--- src/rtl/eecg_pkg.sv ---
// Notes on behaviour
// A set chained flag for channels 0 to 31 makes that channel's event a candidate for prioritized submission; a clear flag does nothing.
// The upper chained flags cover channels 32 to 63, are read-only to software and reset to zero.
// One enable bit per channel for all 64 channels, set only by the enable-set path and cleared only by the enable-clear path.
// A latched external event is evaluated for submission only while its channel's enable bit is 1.
// Every external event is latched whatever the enable, but a latched event of a disabled channel is not processed.
// Enabling a channel whose latched event is already pending makes that event processed like a new one.
// Enable bits never gate chained or manually set events.
// Both halves of the enable mask are read-only to direct writes and reset to zero.
// A completion with intermediate or final chaining on sets the chained flag indexed by the six-bit code, ignoring enables; servicing clears it.
// A chaining code for an already set flag raises the missed-event bit; a set and a clear in one cycle leave the flag set.
// Writing 1 to an enable-set bit sets that enable bit; writing 0 changes nothing.
// Writing 1 to an enable-clear bit clears that enable bit; writing 0 changes nothing.
// Reading chained or enable registers returns current flags and has no side effect.
package eecg_pkg;
  localparam int unsigned NUM_CH = 64;
  localparam int unsigned AW     = 6;
  // byte offsets of the register window
  localparam logic [AW-1:0] OFS_CHAIN_LO   = 6'h00;
  localparam logic [AW-1:0] OFS_CHAIN_HI   = 6'h04;
  localparam logic [AW-1:0] OFS_ENABLE_LO  = 6'h08;
  localparam logic [AW-1:0] OFS_ENABLE_HI  = 6'h0c;
  localparam logic [AW-1:0] OFS_EN_SET_LO  = 6'h10;
  localparam logic [AW-1:0] OFS_EN_SET_HI  = 6'h14;
  localparam logic [AW-1:0] OFS_EN_CLR_LO  = 6'h18;
  localparam logic [AW-1:0] OFS_EN_CLR_HI  = 6'h1c;
  localparam logic [63:0]   RST_FLAGS      = 64'h0;
  localparam logic [1:0]    RESP_OKAY      = 2'b00;
  localparam logic [1:0]    RESP_SLVERR    = 2'b10;
  typedef enum logic [0:0] {
    EECG_IDLE = 1'b0,
    EECG_RESP = 1'b1
  } eecg_bus_t;
endpackage

--- src/rtl/eecg_gate.sv ---
// The implementer's own choices: the register addresses and register access over AXI4-Lite.
`timescale 1ns/1ns
`default_nettype none
module eecg_gate (
  // clock and reset
  input  wire logic        sys_clk,
  input  wire logic        rst_b,
  // axi4-lite write address
  input  wire logic [5:0]  s_axi_awaddr,
  input  wire logic        s_axi_awvalid,
  output logic             s_axi_awready,
  // axi4-lite write data
  input  wire logic [31:0] s_axi_wdata,
  input  wire logic [3:0]  s_axi_wstrb,
  input  wire logic        s_axi_wvalid,
  output logic             s_axi_wready,
  // axi4-lite write response
  output logic [1:0]       s_axi_bresp,
  output logic             s_axi_bvalid,
  input  wire logic        s_axi_bready,
  // axi4-lite read
  input  wire logic [5:0]  s_axi_araddr,
  input  wire logic        s_axi_arvalid,
  output logic             s_axi_arready,
  output logic [31:0]      s_axi_rdata,
  output logic [1:0]       s_axi_rresp,
  output logic             s_axi_rvalid,
  input  wire logic        s_axi_rready,
  // event sources
  input  wire logic [63:0] event_latch,
  input  wire logic [63:0] manual_event,
  // chaining completion
  input  wire logic        chain_done,
  input  wire logic        intermediate_chain_on,
  input  wire logic        final_chain_on,
  input  wire logic [5:0]  completion_code,
  // prioritizer side
  input  wire logic [63:0] chain_serviced,
  output logic [63:0]      latched_eligible,
  output logic [63:0]      chain_pending,
  output logic [63:0]      request_pending,
  output logic [63:0]      missed_chain
);

  // write byte lanes merged into a 32-bit mask
  function automatic logic [31:0] lane_mask(input logic [31:0] d, input logic [3:0] s);
    lane_mask = d & {{8{s[3]}}, {8{s[2]}}, {8{s[1]}}, {8{s[0]}}};
  endfunction

  logic [63:0]         chain_r;
  logic [63:0]         chain_nxt;
  logic [63:0]         enable_r;
  logic [63:0]         enable_nxt;
  logic [63:0]         missed_r;
  logic [63:0]         missed_nxt;
  logic [63:0]         chain_hit;
  eecg_pkg::eecg_bus_t wst_r;
  eecg_pkg::eecg_bus_t wst_nxt;
  eecg_pkg::eecg_bus_t rst_st_r;
  eecg_pkg::eecg_bus_t rst_st_nxt;
  logic [5:0]          awaddr_r;
  logic [5:0]          awaddr_nxt;
  logic                aw_have_r;
  logic                aw_have_nxt;
  logic [31:0]         wdata_r;
  logic [31:0]         wdata_nxt;
  logic                w_have_r;
  logic                w_have_nxt;
  logic [1:0]          bresp_r;
  logic [1:0]          bresp_nxt;
  logic [31:0]         rdata_r;
  logic [31:0]         rdata_nxt;
  logic [1:0]          rresp_r;
  logic [1:0]          rresp_nxt;
  logic                wr_go;
  logic [63:0]         en_set;
  logic [63:0]         en_clr;

  // one-hot decode of the chaining code, only when chaining is selected
  always_comb begin
    chain_hit = 64'h0;
    if (chain_done && (intermediate_chain_on || final_chain_on)) begin
      chain_hit[completion_code] = 1'b1;
    end
  end

  // write channel: address and data taken in either order
  assign s_axi_awready = (wst_r == eecg_pkg::EECG_IDLE) && !aw_have_r;
  assign s_axi_wready  = (wst_r == eecg_pkg::EECG_IDLE) && !w_have_r;
  assign s_axi_bvalid  = (wst_r == eecg_pkg::EECG_RESP);
  assign s_axi_bresp   = bresp_r;

  always_comb begin
    aw_have_nxt = aw_have_r;
    awaddr_nxt  = awaddr_r;
    w_have_nxt  = w_have_r;
    wdata_nxt   = wdata_r;
    wst_nxt     = wst_r;
    bresp_nxt   = bresp_r;
    wr_go       = 1'b0;
    en_set      = 64'h0;
    en_clr      = 64'h0;
    case (wst_r)
      eecg_pkg::EECG_IDLE: begin
        if (s_axi_awvalid && s_axi_awready) begin
          aw_have_nxt = 1'b1;
          awaddr_nxt  = s_axi_awaddr;
        end
        if (s_axi_wvalid && s_axi_wready) begin
          w_have_nxt = 1'b1;
          wdata_nxt  = lane_mask(s_axi_wdata, s_axi_wstrb);
        end
        if (aw_have_r && w_have_r) begin
          wr_go       = 1'b1;
          aw_have_nxt = 1'b0;
          w_have_nxt  = 1'b0;
          wst_nxt     = eecg_pkg::EECG_RESP;
          bresp_nxt   = eecg_pkg::RESP_OKAY;
          case ({awaddr_r[5:2], 2'b00})
            eecg_pkg::OFS_EN_SET_LO: en_set[31:0]  = wdata_r;
            eecg_pkg::OFS_EN_SET_HI: en_set[63:32] = wdata_r;
            eecg_pkg::OFS_EN_CLR_LO: en_clr[31:0]  = wdata_r;
            eecg_pkg::OFS_EN_CLR_HI: en_clr[63:32] = wdata_r;
            // read-only flag words ignore writes
            eecg_pkg::OFS_CHAIN_LO, eecg_pkg::OFS_CHAIN_HI,
            eecg_pkg::OFS_ENABLE_LO, eecg_pkg::OFS_ENABLE_HI: bresp_nxt = eecg_pkg::RESP_OKAY;
            default: bresp_nxt = eecg_pkg::RESP_SLVERR;
          endcase
        end
      end
      eecg_pkg::EECG_RESP: begin
        if (s_axi_bready) begin
          wst_nxt = eecg_pkg::EECG_IDLE;
        end
      end
      default: wst_nxt = eecg_pkg::EECG_IDLE;
    endcase
  end

  // read channel: pure view of flags, no side effects
  assign s_axi_arready = (rst_st_r == eecg_pkg::EECG_IDLE);
  assign s_axi_rvalid  = (rst_st_r == eecg_pkg::EECG_RESP);
  assign s_axi_rdata   = rdata_r;
  assign s_axi_rresp   = rresp_r;

  always_comb begin
    rst_st_nxt = rst_st_r;
    rdata_nxt  = rdata_r;
    rresp_nxt  = rresp_r;
    case (rst_st_r)
      eecg_pkg::EECG_IDLE: begin
        if (s_axi_arvalid) begin
          rst_st_nxt = eecg_pkg::EECG_RESP;
          rresp_nxt  = eecg_pkg::RESP_OKAY;
          case ({s_axi_araddr[5:2], 2'b00})
            eecg_pkg::OFS_CHAIN_LO:  rdata_nxt = chain_r[31:0];
            eecg_pkg::OFS_CHAIN_HI:  rdata_nxt = chain_r[63:32];
            eecg_pkg::OFS_ENABLE_LO: rdata_nxt = enable_r[31:0];
            eecg_pkg::OFS_ENABLE_HI: rdata_nxt = enable_r[63:32];
            // set and clear words are write-only, read as zero
            eecg_pkg::OFS_EN_SET_LO, eecg_pkg::OFS_EN_SET_HI,
            eecg_pkg::OFS_EN_CLR_LO, eecg_pkg::OFS_EN_CLR_HI: rdata_nxt = 32'h0;
            default: begin
              rdata_nxt = 32'h0;
              rresp_nxt = eecg_pkg::RESP_SLVERR;
            end
          endcase
        end
      end
      eecg_pkg::EECG_RESP: begin
        if (s_axi_rready) begin
          rst_st_nxt = eecg_pkg::EECG_IDLE;
        end
      end
      default: rst_st_nxt = eecg_pkg::EECG_IDLE;
    endcase
  end

  // flag next state; set beats clear so no chained event is dropped
  always_comb begin
    chain_nxt  = (chain_r & ~chain_serviced) | chain_hit;
    missed_nxt = missed_r | (chain_r & chain_hit);
    // clear write wins only if both set and clear hit one bit in one word
    enable_nxt = (enable_r | en_set) & ~en_clr;
  end

  always_ff @(posedge sys_clk) begin
    if (!rst_b) begin
      chain_r   <= eecg_pkg::RST_FLAGS;
      enable_r  <= eecg_pkg::RST_FLAGS;
      missed_r  <= eecg_pkg::RST_FLAGS;
      wst_r     <= eecg_pkg::EECG_IDLE;
      rst_st_r  <= eecg_pkg::EECG_IDLE;
      awaddr_r  <= 6'h00;
      aw_have_r <= 1'b0;
      wdata_r   <= 32'h0;
      w_have_r  <= 1'b0;
      bresp_r   <= eecg_pkg::RESP_OKAY;
      rdata_r   <= 32'h0;
      rresp_r   <= eecg_pkg::RESP_OKAY;
    end else begin
      chain_r   <= chain_nxt;
      enable_r  <= enable_nxt;
      missed_r  <= missed_nxt;
      wst_r     <= wst_nxt;
      rst_st_r  <= rst_st_nxt;
      awaddr_r  <= awaddr_nxt;
      aw_have_r <= aw_have_nxt;
      wdata_r   <= wdata_nxt;
      w_have_r  <= w_have_nxt;
      bresp_r   <= bresp_nxt;
      rdata_r   <= rdata_nxt;
      rresp_r   <= rresp_nxt;
    end
  end

  // gating to the prioritizer; latch kept outside, enable only masks it
  assign latched_eligible = event_latch & enable_r;
  assign chain_pending    = chain_r;
  assign request_pending  = latched_eligible | chain_r | manual_event;
  assign missed_chain     = missed_r;

  // chained flags: set by completion, cleared by service, set wins a tie
  AST_CHAIN_SET: assert property (@(posedge sys_clk) disable iff (!rst_b)
    chain_done && (intermediate_chain_on || final_chain_on)
    |=> chain_r[$past(completion_code)])
    else $error("chained flag not set by completion");

  AST_MISSED: assert property (@(posedge sys_clk) disable iff (!rst_b)
    chain_done && (intermediate_chain_on || final_chain_on) && chain_r[completion_code]
    |=> missed_r[$past(completion_code)])
    else $error("missed bit not raised");

  AST_SET_WINS: assert property (@(posedge sys_clk) disable iff (!rst_b)
    chain_done && (intermediate_chain_on || final_chain_on) && chain_serviced[completion_code]
    |=> chain_r[$past(completion_code)])
    else $error("clear beat set on chained flag");

  AST_CHAIN_CLR: assert property (@(posedge sys_clk) disable iff (!rst_b)
    chain_serviced[5] && !(chain_done && (completion_code == 6'h05))
    |=> !chain_r[5])
    else $error("serviced chained flag not cleared");

  AST_CHAIN_HOLD: assert property (@(posedge sys_clk) disable iff (!rst_b)
    chain_r[40] && !chain_serviced[40]
    |=> chain_r[40])
    else $error("chained flag dropped before service");

  // a flag can only rise through a completion; reads and writes never raise it
  AST_CHAIN_QUIET: assert property (@(posedge sys_clk) disable iff (!rst_b)
    !chain_done
    |=> (chain_r & ~$past(chain_r)) == 64'h0)
    else $error("chained flag rose without completion");

  AST_MISSED_STICKY: assert property (@(posedge sys_clk) disable iff (!rst_b)
    missed_r[5]
    |=> missed_r[5])
    else $error("missed bit lost");

  AST_MISSED_QUIET: assert property (@(posedge sys_clk) disable iff (!rst_b)
    !chain_done
    |=> (missed_r & ~$past(missed_r)) == 64'h0)
    else $error("missed bit rose without completion");

  // enable mask: only the set and clear words move it
  AST_EN_SET: assert property (@(posedge sys_clk) disable iff (!rst_b)
    wr_go && ({awaddr_r[5:2], 2'b00} == eecg_pkg::OFS_EN_SET_LO) && wdata_r[0]
    |=> enable_r[0])
    else $error("enable-set write lost");

  AST_EN_SET_HI: assert property (@(posedge sys_clk) disable iff (!rst_b)
    wr_go && ({awaddr_r[5:2], 2'b00} == eecg_pkg::OFS_EN_SET_HI) && wdata_r[31]
    |=> enable_r[63])
    else $error("upper enable-set write lost");

  AST_EN_ZERO: assert property (@(posedge sys_clk) disable iff (!rst_b)
    wr_go && ({awaddr_r[5:2], 2'b00} == eecg_pkg::OFS_EN_SET_LO) && !wdata_r[0]
    |=> enable_r[0] == $past(enable_r[0]))
    else $error("zero in set word changed an enable");

  AST_EN_CLR: assert property (@(posedge sys_clk) disable iff (!rst_b)
    wr_go && ({awaddr_r[5:2], 2'b00} == eecg_pkg::OFS_EN_CLR_HI) && wdata_r[31]
    |=> !enable_r[63])
    else $error("enable-clear write lost");

  AST_EN_CLR_LO: assert property (@(posedge sys_clk) disable iff (!rst_b)
    wr_go && ({awaddr_r[5:2], 2'b00} == eecg_pkg::OFS_EN_CLR_LO) && wdata_r[4]
    |=> !enable_r[4])
    else $error("lower enable-clear write lost");

  AST_EN_STABLE: assert property (@(posedge sys_clk) disable iff (!rst_b)
    !wr_go
    |=> $stable(enable_r))
    else $error("enable changed without set or clear");

  AST_RO_ENABLE: assert property (@(posedge sys_clk) disable iff (!rst_b)
    wr_go && ({awaddr_r[5:2], 2'b00} == eecg_pkg::OFS_ENABLE_LO)
    |=> $stable(enable_r))
    else $error("direct write moved the enable mask");

  AST_RO_CHAIN: assert property (@(posedge sys_clk) disable iff (!rst_b)
    wr_go && ({awaddr_r[5:2], 2'b00} == eecg_pkg::OFS_CHAIN_HI) && !chain_done && !(|chain_serviced)
    |=> $stable(chain_r))
    else $error("direct write moved the chained flags");

  // request gating towards the prioritizer
  AST_GATE: assert property (@(posedge sys_clk) disable iff (!rst_b)
    !enable_r[5] && !chain_r[5] && !manual_event[5]
    |-> !request_pending[5])
    else $error("disabled latched event passed");

  AST_LATCH_HIDE: assert property (@(posedge sys_clk) disable iff (!rst_b)
    !enable_r[62]
    |-> !latched_eligible[62])
    else $error("latched event of disabled channel processed");

  AST_LATE_ENABLE: assert property (@(posedge sys_clk) disable iff (!rst_b)
    event_latch[1] && enable_r[1]
    |-> latched_eligible[1] && request_pending[1])
    else $error("pending event not taken after enable");

  AST_UNGATED: assert property (@(posedge sys_clk) disable iff (!rst_b)
    manual_event[40] || chain_r[40]
    |-> request_pending[40])
    else $error("chained or manual event gated");

  AST_CHAIN_OUT: assert property (@(posedge sys_clk) disable iff (!rst_b)
    chain_r[5]
    |-> chain_pending[5] && request_pending[5])
    else $error("set chained flag not offered");

  // register reads are pure views
  AST_RD_NOEFF: assert property (@(posedge sys_clk) disable iff (!rst_b)
    s_axi_arvalid && s_axi_arready && !wr_go
    |=> $stable(enable_r))
    else $error("read disturbed enables");

  AST_RD_CHAIN: assert property (@(posedge sys_clk) disable iff (!rst_b)
    s_axi_arvalid && s_axi_arready && ({s_axi_araddr[5:2], 2'b00} == eecg_pkg::OFS_CHAIN_LO)
    |=> s_axi_rdata == $past(chain_r[31:0]))
    else $error("chained word read wrong");

  AST_RD_ENHI: assert property (@(posedge sys_clk) disable iff (!rst_b)
    s_axi_arvalid && s_axi_arready && ({s_axi_araddr[5:2], 2'b00} == eecg_pkg::OFS_ENABLE_HI)
    |=> s_axi_rdata == $past(enable_r[63:32]))
    else $error("upper enable word read wrong");

  AST_RESET: assert property (@(posedge sys_clk)
    !rst_b
    |=> chain_r == 64'h0 && enable_r == 64'h0)
    else $error("flags not zero after reset");

  // bus answers stand until taken and come in a fixed time
  AST_B_HOLD: assert property (@(posedge sys_clk) disable iff (!rst_b)
    s_axi_bvalid && !s_axi_bready
    |=> s_axi_bvalid && $stable(s_axi_bresp))
    else $error("write response withdrawn");

  AST_R_HOLD: assert property (@(posedge sys_clk) disable iff (!rst_b)
    s_axi_rvalid && !s_axi_rready
    |=> s_axi_rvalid && $stable(s_axi_rdata))
    else $error("read response withdrawn");

  AST_B_AFTER: assert property (@(posedge sys_clk) disable iff (!rst_b)
    aw_have_r && w_have_r && !s_axi_bvalid
    |=> s_axi_bvalid)
    else $error("write response late");

  AST_R_AFTER: assert property (@(posedge sys_clk) disable iff (!rst_b)
    s_axi_arvalid && s_axi_arready
    |=> s_axi_rvalid)
    else $error("read response late");

  AST_SLVERR: assert property (@(posedge sys_clk) disable iff (!rst_b)
    wr_go && awaddr_r[5]
    |=> s_axi_bresp == eecg_pkg::RESP_SLVERR)
    else $error("unmapped write answered okay");

endmodule
`default_nettype wire

--- config.mk ---
export PLATFORM = sky130hd
export DESIGN_NAME = eecg_gate
export DESIGN_NICKNAME = d
export VERILOG_FILES = /design/src/rtl/eecg_pkg.sv /design/src/rtl/eecg_gate.sv
export SDC_FILE = /design/constraint.sdc
export NUM_CORES = 1
export LEC_CHECK = 0
export BUFFER_PORTS_ARGS = -buffer_cell sky130_fd_sc_hd__buf_2
export CAP_MARGIN = 20
export CORE_AREA = 2 2 217 219
export DETAILED_ROUTE_END_ITERATION = 8
export DIE_AREA = 0 0 219 221
export HOLD_SLACK_MARGIN = 0.12
export PLACE_DENSITY_LB_ADDON = 0.05
export SYNTH_ARGS = -nofsm -noshare
export SYNTH_HDL_FRONTEND = slang
export SYNTH_SLANG_ARGS = --single-unit
--- constraint.sdc ---
create_clock -name sys_clk -period 1.85 [get_ports sys_clk]
set_input_delay 0.2775 -clock sys_clk [delete_from_list [all_inputs] [get_ports sys_clk]]
set_output_delay 0.2775 -clock sys_clk [all_outputs]
set_load 0.1 [all_outputs]
==> run_results.csv, run 1 <==
group,metric,value,unit
outcome,outcome,"finished, violations left",
outcome,violations,"setup timing",
job,drv_cap,0,
hold_path,hold_depth,3,
setup_path,path_delay_family,"simple AND/OR/NAND/NOR gates",
detailed_routing,drt_iter0_drc,963,
die,die_w,219,um
setup_path,endpoint_kind,"output port",
setup_path,timing.rr.end,"wdata_r[11]$_SDFFE_PN0P_",
sta,finalSetupViolCount,1,
detailed_routing,wl_per_cell,24.5,um
hold_path,min-delay-start,"s_axi_wstrb[2]",
clock_network,insertion_delay,530,ps
hold_path,hold_path_class,"in -> reg",
power_and_ir_drop,peakVddDrop,0.000500,V
setup_path,worst-path-max-fanout,2,
cells_and_area,antenna_cells,0,
synthesis,async_flop_share,0,%
setup_path,max_stage_delay,360,ps
setup_path,reg2reg_slack,70,ps
grt,grt_usage,27.0,%
die,core,46100,um2
synthesis,synth-seq-area-share,43.8,%
clock_network,cts_tree,"built",
place,numPlacedInstances,2538,
place,dp_hpwl,49600,um
cells_and_area,syn_to_final_growth,69.7,%
sta,fin_ws,-0.556,ps
synthesis,synth_top_area_share,43.8,%
detailed_routing,routed-via-count,13800,
grt,grt_pass1_wl,95500,um
sta,hold_violations,0,
clock_network,h-tree-depth,2,
detailed_routing,vias_per_cell,4.97,
die,dieArea,48400,um2
synthesis,yosysWarnings,0,
place,io_buffer_count,546,
die,ios,553,
sta,period_share,100,%
sta,worst_pin_slew,925,ps
detailed_routing,final_antenna_net_count,0,
clock_network,clkTransAtPathRegs,50,ps
synthesis,synthesis.area,12200,um2
synthesis,synth_ff_type,"dfxtp_1",
cells_and_area,nNetsFinal,2404,
setup_path,r2r-start,"s_axi_bvalid$_SDFF_PN0_",
synthesis,postSynthCellCount,1423,
die,rows,79,
die,start_util,26.4,%
grt,overflow,0,
power_and_ir_drop,leakage,0.00893,uW
synthesis,synth_top_cell_by_area,"dfxtp_1",
die,die_h,221,um
synthesis,ys_top_cells_by_area,"dfxtp_1 (44%), mux2i_1 (5.8%), nand2_1 (4.9%)",
setup_path,crit_arrival,1570,ps
sta,clock.fmax,0.540,GHz
hold_path,hold_end,"wdata_r[23]$_SDFFE_PN0P_",
setup_path,crit_type,"reg -> out",
clock_network,clockBufferDepth,3,
sta,finClkSkew,11.5,ps
synthesis,ys_ff_latch,266,
grt,grt_start_max_net_pins,168,
sta,rsz0062_at_grt,"true",
place,gp_congestion,0.955,
detailed_routing,firstDrtPassIters,5,
synthesis,synth_most_common_cell,"dfxtp_1",
synthesis,synth_cell_types,41,
cells_and_area,layout-drive-gt1-share,45.7,%
setup_path,slowest_stage,"dfxtp_4",
sta,fin_crit,1850,ps
synthesis,avgSynthCellArea,8.55,um2
sta,slew_violations,0,
clock_network,cts-root-buf,"clkbuf_16",
place,place_ws,103,ps
setup_path,path_cells,"and2_4 > or3_4 > buf_12",
setup_path,crit_path_start_kind,"flip-flop",
setup_path,worst_r2r_path_depth,6,
detailed_routing,drc,0,
synthesis,synth_edf_count,0,
grt,antenna_found_initial,2,
cells_and_area,final_cells,2776,
setup_path,required,1570,ps
grt,grt_pass1_vias,13247,
setup_path,crit_buf_inv,1,
clock_network,cts_buffers,34,
power_and_ir_drop,p_per_area,731,nW/um2
clock_network,cts.sinks,266,
sta,relSlewSlack,38.2,%
synthesis,ys_top_cells_by_count,"dfxtp_1 (266), nand2_1 (159), clkbuf_1 (109), nor2b_1 (73), mux2i_1 (70)",
detailed_routing,wl,67900,um
flip-flops by register name, summed over array words and instances (netlist names):
signal and cells:
s_axi_rresp 1, awaddr_r 4, aw_have_r 1, s_axi_bresp 1, wdata_r 32, s_axi_bvalid 1, enable_r 64, s_axi_rvalid 1
chain_pending 64, w_have_r 1, s_axi_rdata 32, missed_chain 64
how the worst max path moves through the flow:
stage / startpoint / end / depth (start not counted)
final: enable_r[57]$_SDFF_PN0_ / request_pending[57] / 3
after global routing: enable_r[57]$_SDFF_PN0_ / request_pending[57] / 3
after CTS: enable_r[12]$_SDFF_PN0_ / request_pending[12] / 3
after detailed placement: s_axi_araddr[2] / s_axi_rdata[4]$_SDFFE_PN0P_ / 6
after global placement: s_axi_araddr[2] / s_axi_rdata[4]$_SDFFE_PN0P_ / 6
after floorplan: chain_pending[32]$_SDFF_PN0_ / request_pending[32] / 1
placed cells by master (no fill, tap or decap), types with 6 or more instances in the layout:
| cell | netlist | routed |
|---|---|---|
| clkbuf_16 | 0 | 39 |
| nor2b_1 | 73 | 72 |
| o21a_1 | 66 | 66 |
| nand3_1 | 34 | 34 |
| clkbuf_8 | 0 | 13 |
| o22ai_1 | 32 | 32 |
| a21boi_0 | 33 | 29 |
| nor3_1 | 64 | 64 |
| buf_4 | 2 | 160 |
| dfxtp_1 | 266 | 179 |
| buf_2 | 23 | 455 |
| a22o_1 | 32 | 32 |
| buf_12 | 0 | 78 |
| or2_2 | 6 | 6 |
| dlygate4sd3_1 | 0 | 124 |
| dfxtp_2 | 0 | 57 |
| nand2_1 | 159 | 159 |
| mux2i_1 | 70 | 70 |
| a31oi_1 | 64 | 64 |
| or3_4 | 0 | 64 |
| nand4b_1 | 33 | 33 |
| o31ai_1 | 63 | 63 |
| dfxtp_4 | 0 | 30 |
| nor2_1 | 68 | 66 |
| o21ai_0 | 64 | 64 |
| and2_4 | 0 | 63 |
layout make-up:
class	count	area, um2
fillers	4598	25400
multi-input cells	1020	6850
clock inverters	3	15.0
inverters	2	7.51
clock buffers	54	1110
well taps	607	759
repair buffers	824	6390
flip-flops and latches	266	5510
metrics by stage:
stage / TNS [ps] / hold WS [ps] / cell area [um2] / util (%) / power, uW
finish: -0.556 / 144 / 20600 / 44.8 / 15100
CTS: -875 / 125 / 20500 / 44.5 / 15200
global placement: 0 / 430 / 16300 / 35.3 / 7960
detailed placement: 0 / 433 / 16300 / 35.3 / 7960
floorplan: 0 / 415 / 12300 / - / 7260
global route: -267 / 137 / 20600 / 44.8 / 15600
timing repair:
item	CTS	global route
cloned	0	2
hold buffers	124	0
setup endpoints to repair	127	83
pin swaps	48	37
hold endpoints to repair	99	0
gates resized for setup	507	25
buffers inserted	51	4
report_power, final:
group          total (uW)  internal [uW]  switching, uW
registers            5820           5740           81.6
logic                2580           1030           1550
clock network        6680           4080           2600
total               15100          10900           4230
cells by family (layout without fill, tap and decap cells):
kind of cell	count (synthesis)	after routing	synth area share [%]
simple gates	590	590	25.8
buf+inv	138	883	4.56
flops	266	266	43.8
compound gates	358	358	20.1
mux	70	70	5.76
other cells	1	2	0.0308
worst reg2reg max path: stages (launching register included):
cell and delay, ps:
dfxtp_2 370, nor3b_4 210, buf_6 150, clkbuf_16 170
nand3_1 90, dlygate4sd3_1 560, a21boi_0 150
per-layer routing:
| metal | routed length (um) | up-vias | GRT usage, % | share of wire [%] |
|---|---|---|---|---|
| met4 | 1310 | 2 | 6.60 | 1.9 |
| li1 | - | 6544 | - | - |
| met1 | 30900 | 6695 | 37.8 | 45 |
| met3 | 3980 | 72 | 4.01 | 5.9 |
| met5 | 11 | - | 0 | 0.016 |
| met2 | 31700 | 487 | 43.5 | 47 |
Power figures use the tool's default switching activity.
==> run 2, diff against run 1 <==
--- a/config.mk
+++ b/config.mk
@@ -12,6 +12,7 @@
 export DIE_AREA = 0 0 219 221
 export HOLD_SLACK_MARGIN = 0.12
 export PLACE_DENSITY_LB_ADDON = 0.05
+export RECOVER_POWER = 100
 export SYNTH_ARGS = -nofsm -noshare
 export SYNTH_HDL_FRONTEND = slang
 export SYNTH_SLANG_ARGS = --single-unit
==> run 2 against run 1 <==
Net effect: the run still ends with setup timing left; sequential power about the same; critical path depth stayed put; combinational power about the same; wire length down 0.14%; critical path type unchanged; critical endpoint unchanged; largest power group unchanged.
==> run_results.csv, run 2 (synthesized netlist as in run 1, its figures left out) <==
group,metric,value,unit
outcome,outcome,"finished, violations left",
outcome,violations,"setup timing",
sta,rsz0062_at_grt,"true",
die,core,46100,um2
cells_and_area,multi_input_area,6820,um2
sta,hold_violations,0,
die,rows,79,
cells_and_area,antenna_cells,0,
setup_path,path_delay_family,"simple AND/OR/NAND/NOR gates",
grt,grt_pass1_wl,95500,um
die,die_w,219,um
clock_network,cts_tree,"built",
sta,period_share,100,%
die,dieArea,48400,um2
cells_and_area,ff_latch_area,5500,um2
detailed_routing,drt_iter0_drc,1073,
cells_and_area,nNetsFinal,2404,
setup_path,worst-path-max-fanout,2,
sta,fin_ws,-3.13,ps
job,drv_cap,0,
detailed_routing,drc,0,
sta,slew_violations,0,
place,gp_congestion,0.955,
clock_network,cts-root-buf,"clkbuf_16",
sta,tns,-5.16,ps
die,ios,553,
clock_network,cts.sinks,266,
setup_path,path_cells,"and2_4 > or3_4 > buf_12",
grt,grt_start_max_net_pins,168,
cells_and_area,syn_to_final_growth,69.0,%
clock_network,h-tree-depth,2,
grt,grt_usage,27.0,%
power_and_ir_drop,peakVddDrop,0.000501,V
grt,antenna_found_initial,4,
cells_and_area,final_common_cell,"buf_2",
cells_and_area,final_cell_mix,"buf_2 (279), clkbuf_2 (189), dfxtp_1 (180)",
cells_and_area,fin_util,44.6,%
setup_path,crit_buf_inv,1,
detailed_routing,final_antenna_net_count,0,
cells_and_area,fill_cells,4615,
grt,grt_util_met2,43.5,%
setup_path,crit_path_start_kind,"flip-flop",
hold_path,hold_path_class,"in -> reg",
setup_path,slowest_stage,"dfxtp_4",
detailed_routing,routed-via-count,13730,
detailed_routing,wl,67800,um
sta,relSlewSlack,39.3,%
die,start_util,26.4,%
cells_and_area,layout-drive-gt1-share,45.3,%
grt,busiest_layer,"met2",
sta,finClkSkew,12.8,ps
sta,finalSetupViolCount,2,
place,io_buffer_count,546,
power_and_ir_drop,leakage,0.00873,uW
sta,worst_pin_slew,909,ps
clock_network,clkTransAtPathRegs,50,ps
detailed_routing,vias_per_cell,4.95,
grt,gr-usage-met1,37.8,%
setup_path,crit_type,"reg -> out",
setup_path,endpoint_kind,"output port",
clock_network,insertion_delay,530,ps
grt,overflow,0,
clock_network,cts_buffers,34,
sta,fin_crit,1850,ps
die,die_h,221,um
grt,grt_pass1_vias,13247,
place,place_ws,103,ps
detailed_routing,wl_per_cell,24.4,um
sta,clock.fmax,0.540,GHz
place,dp_hpwl,49600,um
setup_path,required,1570,ps
detailed_routing,firstDrtPassIters,5,
power_and_ir_drop,p_per_area,734,nW/um2
grt,grt_use_met3,4.01,%
setup_path,crit_arrival,1580,ps
clock_network,clockBufferDepth,3,
setup_path,max_stage_delay,360,ps
==> run 2: changes by cell type in the layout (fill, tap and decap cells not counted), moves of 4 or more <==
cell | previous run | this run
buf_2 | 455 | 279
buf_4 | 160 | 130
clkbuf_2 | 0 | 189
clkbuf_4 | 1 | 18
dfxtp_2 | 57 | 61
dfxtp_4 | 30 | 25
==> run 2: final cells by class <==
type,count,share of cell area (%)
clock buffers,54,5.40
well taps,607,3.70
repair buffers,824,30.9
inverters,2,0.0365
clock inverters,3,0.0731
multi-input cells,1020,33.2
flip-flops and latches,266,26.7
==> run 2: worst paths after layout <==
| path | startpoint | slack (ps) | end | depth (start not counted) |
|---|---|---|---|---|
| worst max-delay path | enable_r[57]$_SDFF_PN0_ | -3 | request_pending[57] | 3 |
| worst min-delay path | s_axi_wstrb[2] | 140 | wdata_r[23]$_SDFFE_PN0P_ | 3 |
| worst max register to register | s_axi_bvalid$_SDFF_PN0_ | 50 | wdata_r[30]$_SDFFE_PN0P_ | 6 |
| worst min register to register | missed_chain[24]$_SDFF_PN0_ | 450 | missed_chain[24]$_SDFF_PN0_ | 2 |
==> run 2: per-stage QoR <==
stage                     instances  power, uW  area [um2]  hold WS [ps]
after floorplan                1424       7260       12300           415
after global placement         2538       7960       16300           430
after detailed placement       2538       7960       16300           433
after CTS                      2770      15200       20500           125
after global routing           2776      15600       20600           137
final                          2776      15100       20600           145
==> run 2: worst register-to-register path: cells and delay by family (launching register included) <==
kind | cells | cell delay [ps]
buf+inv | 3 | 920
simple gates | 2 | 280
compound gates | 1 | 160
flops | 1 | 370
==> run 2: routing by layer <==
metal | routed length [um] | part of all wire (%)
met1 | 30900 | 46
met3 | 3730 | 5.5
met5 | 14 | 0.021
met2 | 31800 | 47
met4 | 1270 | 1.9
==> run 2: repair_timing <==
action | CTS | global route
hold buffers | 124 | 0
setup buffers | 51 | 4
cloned | 0 | 2
resized for setup | 507 | 25
pin swaps | 48 | 37
hold endpoints to repair | 99 | 0
setup endpoints to repair | 127 | 83
==> run 2: power breakdown <==
group | internal, uW | total, uW | leakage, uW | switching [uW]
sequential | 5750 | 5830 | 0.00220 | 80.9
combinational | 1020 | 2570 | 0.00597 | 1550
clock | 4090 | 6700 | 0.000560 | 2620
